===== src/core/pmsw_defines.svh =====
// Register offsets, reset values and setting limits of the P/PI switch.
// Assumes inclusion by bare name from the package and the core module.
`ifndef PMSW_DEFINES_SVH
`define PMSW_DEFINES_SVH

// Register offsets on the plain register port
`define PMSW_OFS_SEL 4'h0
`define PMSW_OFS_TRQ 4'h1
`define PMSW_OFS_SPD 4'h2
`define PMSW_OFS_ACC 4'h3
`define PMSW_OFS_PER 4'h4
`define PMSW_OFS_STAT 4'h5

// Selector codes
`define PMSW_SEL_TRQ 3'h0
`define PMSW_SEL_SPD 3'h1
`define PMSW_SEL_ACC 3'h2
`define PMSW_SEL_PER 3'h3
`define PMSW_SEL_OFF 3'h4

// Reset values after factory initialization
`define PMSW_RST_SEL 3'h0
`define PMSW_RST_TRQ 16'h00C8
`define PMSW_RST_SPD 16'h0000
`define PMSW_RST_ACC 16'h0000
`define PMSW_RST_PER 16'h0000

// Upper limits of each level setting
`define PMSW_MAX_TRQ 16'h0320
`define PMSW_MAX_SPD 16'h2710
`define PMSW_MAX_ACC 16'h7530
`define PMSW_MAX_PER 16'h2710

// Status field positions
`define PMSW_STAT_PONLY 0
`define PMSW_STAT_OVER 1

`endif


===== src/core/pmsw_pkg.sv =====
// Types shared by the P/PI switch core and its testbench.
// Assumes the defines header sits beside this file.
`include "pmsw_defines.svh"

package pmsw_pkg;

  // Register port request
  typedef struct packed {
    logic wr;
    logic rd;
    logic [3:0] addr;
    logic [15:0] wdata;
  } pmsw_bus_t;

  // Quantities from the control loops, two's complement
  typedef struct packed {
    logic [15:0] torque;
    logic [15:0] speed;
    logic [15:0] accel;
    logic [15:0] poserr;
    logic pos_mode;
    logic update;
  } pmsw_loop_t;

  // Whole state of the core
  typedef struct packed {
    logic [2:0] sel;
    logic [3:0][15:0] lvl;
    logic p_only;
    logic [15:0] rdata;
  } pmsw_state_t;

endpackage : pmsw_pkg


===== src/core/pmsw_core.sv =====
// Automatic P versus PI switching of the speed loop.
// Assumes loop quantities and update strobe on ref_clk, from the loops.
`timescale 1ns/10ps
`include "pmsw_defines.svh"

module pmsw_core (
  input wire logic ref_clk,
  input wire logic rst,
  input wire pmsw_pkg::pmsw_bus_t bus,
  output logic [15:0] rdata,
  input wire pmsw_pkg::pmsw_loop_t loop_in,
  output logic p_only
);
  import pmsw_pkg::*;

  pmsw_state_t st_r;
  pmsw_state_t st_nxt;
  logic [3:0] over;
  logic [3:0][15:0] qty;
  logic sel_over;

  // Quantities in selector order
  assign qty[0] = loop_in.torque;
  assign qty[1] = loop_in.speed;
  assign qty[2] = loop_in.accel;
  assign qty[3] = loop_in.poserr;

  // One comparator per detection quantity
  genvar g;
  generate
    for (g = 0; g < 4; g++) begin : g_cmp
      pmsw_level_cmp u_cmp (
        .value(qty[g]),
        .level(st_r.lvl[g]),
        .exceeds(over[g])
      );
    end
  endgenerate

  // Condition of the selected quantity
  always_comb begin
    case (st_r.sel)
      `PMSW_SEL_TRQ: sel_over = over[0];
      `PMSW_SEL_SPD: sel_over = over[1];
      `PMSW_SEL_ACC: sel_over = over[2];
      `PMSW_SEL_PER: sel_over = over[3] & loop_in.pos_mode;
      default: sel_over = 1'b0;
    endcase
  end

  // Saturate a written level to its channel limit
  function automatic logic [15:0] clamp_lvl(input logic [1:0] ch,
                                            input logic [15:0] v);
    logic [15:0] lim;
    case (ch)
      2'h0: lim = `PMSW_MAX_TRQ;
      2'h1: lim = `PMSW_MAX_SPD;
      2'h2: lim = `PMSW_MAX_ACC;
      default: lim = `PMSW_MAX_PER;
    endcase
    clamp_lvl = (v > lim) ? lim : v;
  endfunction : clamp_lvl

  // Next state: register writes, reads and the loop-rate decision
  always_comb begin
    st_nxt = st_r;
    st_nxt.rdata = 16'h0000;
    if (bus.wr) begin
      case (bus.addr)
        `PMSW_OFS_SEL: st_nxt.sel = bus.wdata[2:0];
        `PMSW_OFS_TRQ: st_nxt.lvl[0] = clamp_lvl(2'h0, bus.wdata);
        `PMSW_OFS_SPD: st_nxt.lvl[1] = clamp_lvl(2'h1, bus.wdata);
        `PMSW_OFS_ACC: st_nxt.lvl[2] = clamp_lvl(2'h2, bus.wdata);
        `PMSW_OFS_PER: st_nxt.lvl[3] = clamp_lvl(2'h3, bus.wdata);
        default: ;
      endcase
    end
    if (bus.rd) begin
      case (bus.addr)
        `PMSW_OFS_SEL: st_nxt.rdata = {13'h0000, st_r.sel};
        `PMSW_OFS_TRQ: st_nxt.rdata = st_r.lvl[0];
        `PMSW_OFS_SPD: st_nxt.rdata = st_r.lvl[1];
        `PMSW_OFS_ACC: st_nxt.rdata = st_r.lvl[2];
        `PMSW_OFS_PER: st_nxt.rdata = st_r.lvl[3];
        `PMSW_OFS_STAT: begin
          st_nxt.rdata[`PMSW_STAT_PONLY] = st_r.p_only;
          st_nxt.rdata[`PMSW_STAT_OVER] = sel_over;
        end
        default: st_nxt.rdata = 16'h0000;
      endcase
    end
    // P when the selected quantity passes its level (position error only with pos_mode set), else PI
    if (loop_in.update) begin
      st_nxt.p_only = sel_over;
    end
  end

  // State register with factory values at reset
  always_ff @(posedge ref_clk or posedge rst) begin
    if (rst) begin
      st_r.sel <= `PMSW_RST_SEL;
      st_r.lvl[0] <= `PMSW_RST_TRQ;
      st_r.lvl[1] <= `PMSW_RST_SPD;
      st_r.lvl[2] <= `PMSW_RST_ACC;
      st_r.lvl[3] <= `PMSW_RST_PER;
      st_r.p_only <= 1'b0;
      st_r.rdata <= 16'h0000;
    end else begin
      st_r <= st_nxt;
    end
  end

  assign rdata = st_r.rdata;
  assign p_only = st_r.p_only;
endmodule : pmsw_core


===== src/core/pmsw_level_cmp.sv =====
// Magnitude comparator: flags a signed quantity whose size passes a level.
// Assumes a level no larger than 15 bits; purely combinational.
`timescale 1ns/10ps

module pmsw_level_cmp (
  input wire logic [15:0] value,
  input wire logic [15:0] level,
  output logic exceeds
);

  logic signed [16:0] ext;
  logic [16:0] mag;

  // Absolute value kept one bit wider so the most negative input fits
  always_comb begin
    ext = {value[15], value};
    mag = ext[16] ? 17'(-ext) : 17'(ext);
    exceeds = mag > {1'b0, level};
  end

endmodule : pmsw_level_cmp


===== config.mk =====
export PLATFORM = sky130hd
export DESIGN_NAME = pmsw_core
export DESIGN_NICKNAME = d
export VERILOG_FILES = /design/src/core/pmsw_pkg.sv /design/src/core/pmsw_core.sv /design/src/core/pmsw_level_cmp.sv
export VERILOG_INCLUDE_DIRS = /design/src /design/src/core
export SDC_FILE = /design/constraint.sdc
export NUM_CORES = 1
export LEC_CHECK = 0
export ABC_AREA = 1
export BUFFER_PORTS_ARGS = -buffer_cell sky130_fd_sc_hd__buf_2
export CAP_MARGIN = 20
export CORE_UTILIZATION = 52
export CTS_BUF_LIST = sky130_fd_sc_hd__clkbuf_2 sky130_fd_sc_hd__clkbuf_4 sky130_fd_sc_hd__clkbuf_8
export CTS_CLUSTER_SIZE = 20
export DETAILED_ROUTE_END_ITERATION = 16
export HOLD_SLACK_MARGIN = 0.12
export PLACE_DENSITY = 0.73
export SLEW_MARGIN = 5
export SYNTH_ARGS = -nofsm -noshare
export SYNTH_HDL_FRONTEND = slang
export SYNTH_HIERARCHICAL = 1
export SYNTH_SLANG_ARGS = --single-unit

===== constraint.sdc =====
create_clock -name ref_clk -period 3.7 [get_ports ref_clk]
set_input_delay 0.74 -clock ref_clk [delete_from_list [all_inputs] [get_ports ref_clk]]
set_output_delay 0.74 -clock ref_clk [all_outputs]
set_load 0.01 [all_outputs]

==> Word-level counts from Yosys, hierarchy flattened <==
Cells that the tools add are included.
{ "totals": {"register_bits": 84, "input_bits": 90, "out_inout_bits": 17, "word_cells": 55} }
{ "classes": {"addsub": 4, "n_lt_le_gt_ge": 8, "eq_ne": 8, "mux": 20, "n_bitwise": 1, "n_reduce_logical": 7} }
{ "op_table": {"columns": ["op", "count"], "rows": [
  ["16-bit 2-to-1 mux", 13],
  ["14-bit case mux with 5 select lines", 1],
  ["17-bit by 16-bit greater-than comparator with 1-bit output", 4],
  ["17-bit 2-to-1 mux", 4],
  ["16-bit negator with 17-bit output", 4],
  ["16-bit greater-than comparator", 4],
  ["2-bit case mux with 6 select lines", 1],
  ["2-bit AND reduction", 5],
  ["4-bit by 2-bit equality test with 1-bit output, second input constant", 2],
  ["4-bit by 3-bit equality test with 1-bit output, second input constant", 2],
  ["3-bit by 2-bit equality test with 1-bit output, second input constant", 2],
  ["4-bit by 1-bit equality test with 1-bit output, second input constant", 1],
  ["4-bit logical NOT", 1],
  ["1-bit case mux with 4 select lines", 1],
  ["3-bit by 1-bit equality test with 1-bit output, second input constant", 1],
  ["3-bit logical NOT", 1],
  ["1-bit bitwise AND", 1]
]} }

==> Logic depth before layout (Yosys ltp) <==
{ "logic_depth": {"ltp_word": 7, "mapped_depth": 24, "ltp_nobuf": 24} }

==> By module <==
The synthesis kept the hierarchy.
{ "by_module_without_submodules": {"columns": ["module", "n_inst", "cells_each", "area_each_um2", "seq_area_each_um2"], "rows": [
  ["pmsw_core", 1, 536, 4152.7, 2105.8],
  ["pmsw_level_cmp (g_cmp[0].u_cmp ...)", 2, 160, 860.8, 0.0],
  ["pmsw_level_cmp (g_cmp[2].u_cmp ...)", 2, 159, 858.3, 0.0]
]} }

==> Worst setup path after synthesis <==
Ideal clock, no wire load.
{ "synth_path": {"path_type": "input-to-reg", "from": "input loop_in[50] (netlist bit)", "to": "register rdata[1] (netlist name)", "setup_ns": 0.136, "arrival_ns": 2.763, "required_ns": 3.564, "slack_ns": 0.801, "path_stages": 20, "path_buffers": 0, "cell_sequence": "inv_2 ha_1 nand2_1 nor2_2 nand2_2 o21ai_4 nand2_1 nand2_1 nand2_1 ha_1 nand2_1 nor2_1 nand2_1 nor3b_1 a21oi_1 or2_2 a21oi_1 nor2_1 nand2_1 a21oi_1"} }
{ "synth_lines": {"columns": ["element", "line", "source"], "rows": [
  ["start, declared", "pmsw_core.sv:11", "input wire pmsw_pkg::pmsw_loop_t loop_in,"]
]} }

==> results.md <==
* Worst slew margin at 47.3%
* Mapped Area at 7590 um2
* Clock Latency Late Sink at approximately 0.38 ns
* Crit-path cells: buf_2, inv_2, ha_1, nand2_1, o21ai_0, nand2_1, xor2_1, ha_1, nand2_1, nor2_1, nand3_1, nor2_1, nor2_1, a21oi_1, nand3_1, nand3_1, nand2_1, nor2_1, nand2_1, a21oi_1
* RSZ-0062 raised after global routing: false
* Highest Clock Rate at roughly 340 MHz
* GRT Overall Usage at a little over a quarter
* DIE WIDTH at ~120 um
* Inserted Clock Buffers at 9
* Post-DRT Antenna Nets at 0
* Vias at a little over 7000
* Actual slew at the worst max-slew pin at between 0.7 and 0.8 ns
* Area delta synth->final at 9.68%
* Setup violations, final at 0
* Min cycle time layout at roughly 3 ns
* Max Cap Violations at 0
* Met1 WL at 8900 um
* Final Hold Fails at 0
* Filler cells at between 1000 and 1500
* Row count at 43
* Final cell count without fillers at about 1400
* Final net count at approximately 1400
* Syn_nets at about 1300
* Post-synthesis compound-gate area fraction at under 10%
* Vias in the first global route at roughly 6400
* Num ports at approximately 110
* Post-synthesis simple-gate area fraction at 35.9%
* CTS tree: built
* Synth unique cells at 34
* Max incr delay on CP at between 0.2 and 0.3 ns
* Initial DRC Count at approximately 400
* Cts repair resizes at 0
* Synth area leaders: dfrtp_1 (27%), nand2_1 (19%), ha_1 (11%)
* GPL Wtd Cong at between 0.9 and 1
* Chip height at 123 um
* H-tree Lvls at 3
* Root Buffer: clkbuf_8
* Final Cycle Share at about four fifths
* Mux contribution to synthesized area at 0%
* Final Routed Wirelength at around 19000 um
* Final HPWL DP at approximately 15000 um
* Starting Density at 54.1%
* Worst Path Arrival at 3.24 ns
* Setup TNS at 0 ns
* Startpoint Class: input pin
* Largest net degree at the start of global routing at between 80 and 90
* Synthesized area per cell at roughly 6.5 um2
* CP delay by family, top: simple AND/OR/NAND/NOR gates
* DRT Pass-1 Iters at 8
* Total clock sinks at between 80 and 90
* Setup slack, reg-to-reg at 1.49 ns
* Pre-CTS WS at ~0.37 ns
* Worst EP required at about 4 ns
* Via/cell ratio at ~5.0
* Post-Synth XOR/XNOR Area at around 3.7%
* Core ar. at 14000 um2
* Yosys top cell area share at between 20% and 30%
* Status: completed
* Antenna diodes at 0
* Max clock buf depth at 2
* Placed cells at between 1000 and 1500
* DRC at 0
* Setup CP Type: in2reg
* CP endpoint kind: flop
* CTS hold repair buffers at 0
* Slowest CP cell: ha_1
* Max layer used: met4
* FF+latch count, synth at 84
* Clock skew at around 0.01 ns
* Critical path fanouts, max at 3
* Seq/Total Area, Yosys at between 20% and 30%
* DR WL met2 at between 8000 and 9000 um
* Post-CTS Setup Inserts at 0
* Share of cells above drive strength 1 at between 10% and 20%
* Main combinational cell family by area after synthesis: simple AND/OR/NAND/NOR gates
* Initial antenna violation count at 0
* Cell repeated most along the worst path: nand2_1
* Worst-path clk slew at approximately 0.09 ns
* Peak VDD IR at between 0.0002 and 0.00025 V
* Hold Path Class: in2async
* Synth warnings at 6
* Largest area contributor in the netlist: dfrtp_1
* Critical path buffers and inverters at 2
* Commonest cells after routing, fill and taps aside: nand2_1 (394), inv_1 (193), nand3_1 (113)
* Tot Pwr at roughly 0.0025 W
* Worst Hold Slack at 0.418 ns
* Leakage power at ~4.8 nW
* First-pass GRT wire length at between 30000 and 40000 um
* Met3 WL at ~1200 um
* Mean routed wirelength per cell at between 10 and 15 um
* Final Worst Setup Slack at ~0.77 ns
* Pwr dens at a little over 300 nW/um2
* IO Port Bufs at between 100 and 150
* Die area at ~15000 um2
* Total global routing overflow at 0
* Pins Over Slew Limit at 0
* Post-Synthesis Cells at 1174
* Most common cell after layout, fill and taps aside: nand2_1
* Adder-cell area share of the yosys netlist at 11.2%
flip-flops by register name, summed over array words and instances, names as in the netlist:
signal / flops
p_only: 1
st_r: 67
rdata: 16
cells in the mapped netlist:
| cell type | n |
|---|---|
| nand2_1 | 394 |
| inv_1 | 194 |
| nand3_1 | 113 |
| dfrtp_1 | 81 |
| nor2_1 | 79 |
| ha_1 | 68 |
| o21ai_0 | 35 |
| xor2_1 | 32 |
| a21oi_1 | 24 |
| buf_2 | 19 |
| buf_4 | 19 |
| inv_2 | 19 |
| nand2_2 | 14 |
| nor2_2 | 12 |
| a31oi_1 | 8 |
| nand4_1 | 6 |
| nor3_1 | 6 |
| clkbuf_1 | 5 |
| nor2_4 | 5 |
| or2_2 | 5 |
| a21boi_1 | 4 |
| a21o_1 | 4 |
| inv_4 | 4 |
| nor3b_1 | 4 |
| o21ai_2 | 4 |
| o21ai_4 | 4 |
| dfstp_2 | 3 |
| a22oi_1 | 2 |
| o22ai_1 | 2 |
| a21boi_0 | 1 |
| buf_1 | 1 |
| nand3_4 | 1 |
| nor3_4 | 1 |
| nor4_1 | 1 |
per-stage QoR:
stage,util [%],instance area (um2)
floorplan,-,7590
detailed placement,57.8,8120
global placement,57.8,8120
CTS,59.3,8330
finish,59.3,8330
global route,59.3,8330
worst paths after layout:
path                            startpoint         to  depth (start not counted)
worst max register to register    st_r[23]     p_only                         12
worst min-delay path                   rst   st_r[22]                          3
max in group asynchronous              rst  rdata[11]                          3
worst max-delay path            loop_in[2]   rdata[1]                         20
worst min register to register    st_r[24]   st_r[24]                          2
min in group ref_clk              st_r[24]   st_r[24]                          2
per-layer routing:
layer	up-vias	global-route usage, %
met2	217	40.4
li1	3760	-
met3	31	5.53
met4	0	8.99
met1	3199	36.4
met5	-	0
worst register-to-register path, cell delays in order, from the launching register on:
cell	delay, ns
dfstp_2	0.57
inv_1	0.05
ha_1	0.29
nand2_1	0.06
nor2_1	0.14
nand2_1	0.07
nor3b_1	0.24
a21oi_1	0.07
or2_2	0.28
a21oi_1	0.13
nor2_1	0.07
nand2_1	0.05
o21ai_0	0.08
cells by family (layout without fill, tap and decap cells):
family,count (synthesis),after routing
simple gates,641,641
buf+inv,261,342
compound gates,88,88
flops,84,84
fa+ha+maj,68,68
xor+xnor,32,32
report_power, final:
| part | switching, W | internal (W) |
|---|---|---|
| Clock | 0.000338 | 0.000344 |
| Combinational | 0.000467 | 0.000293 |
| Sequential | 0.0000786 | 0.000999 |
final cells by class:
type	count	area (um2)	share of cell area [%]
clock inverters	4	50.0	0.601
flip-flops and latches	84	2110	25.3
multi-input cells	829	4400	52.9
inverters	217	826	9.92
repair buffers	109	566	6.79
well taps	180	225	2.71
clock buffers	12	153	1.83
Power figures use the tool's default switching activity.
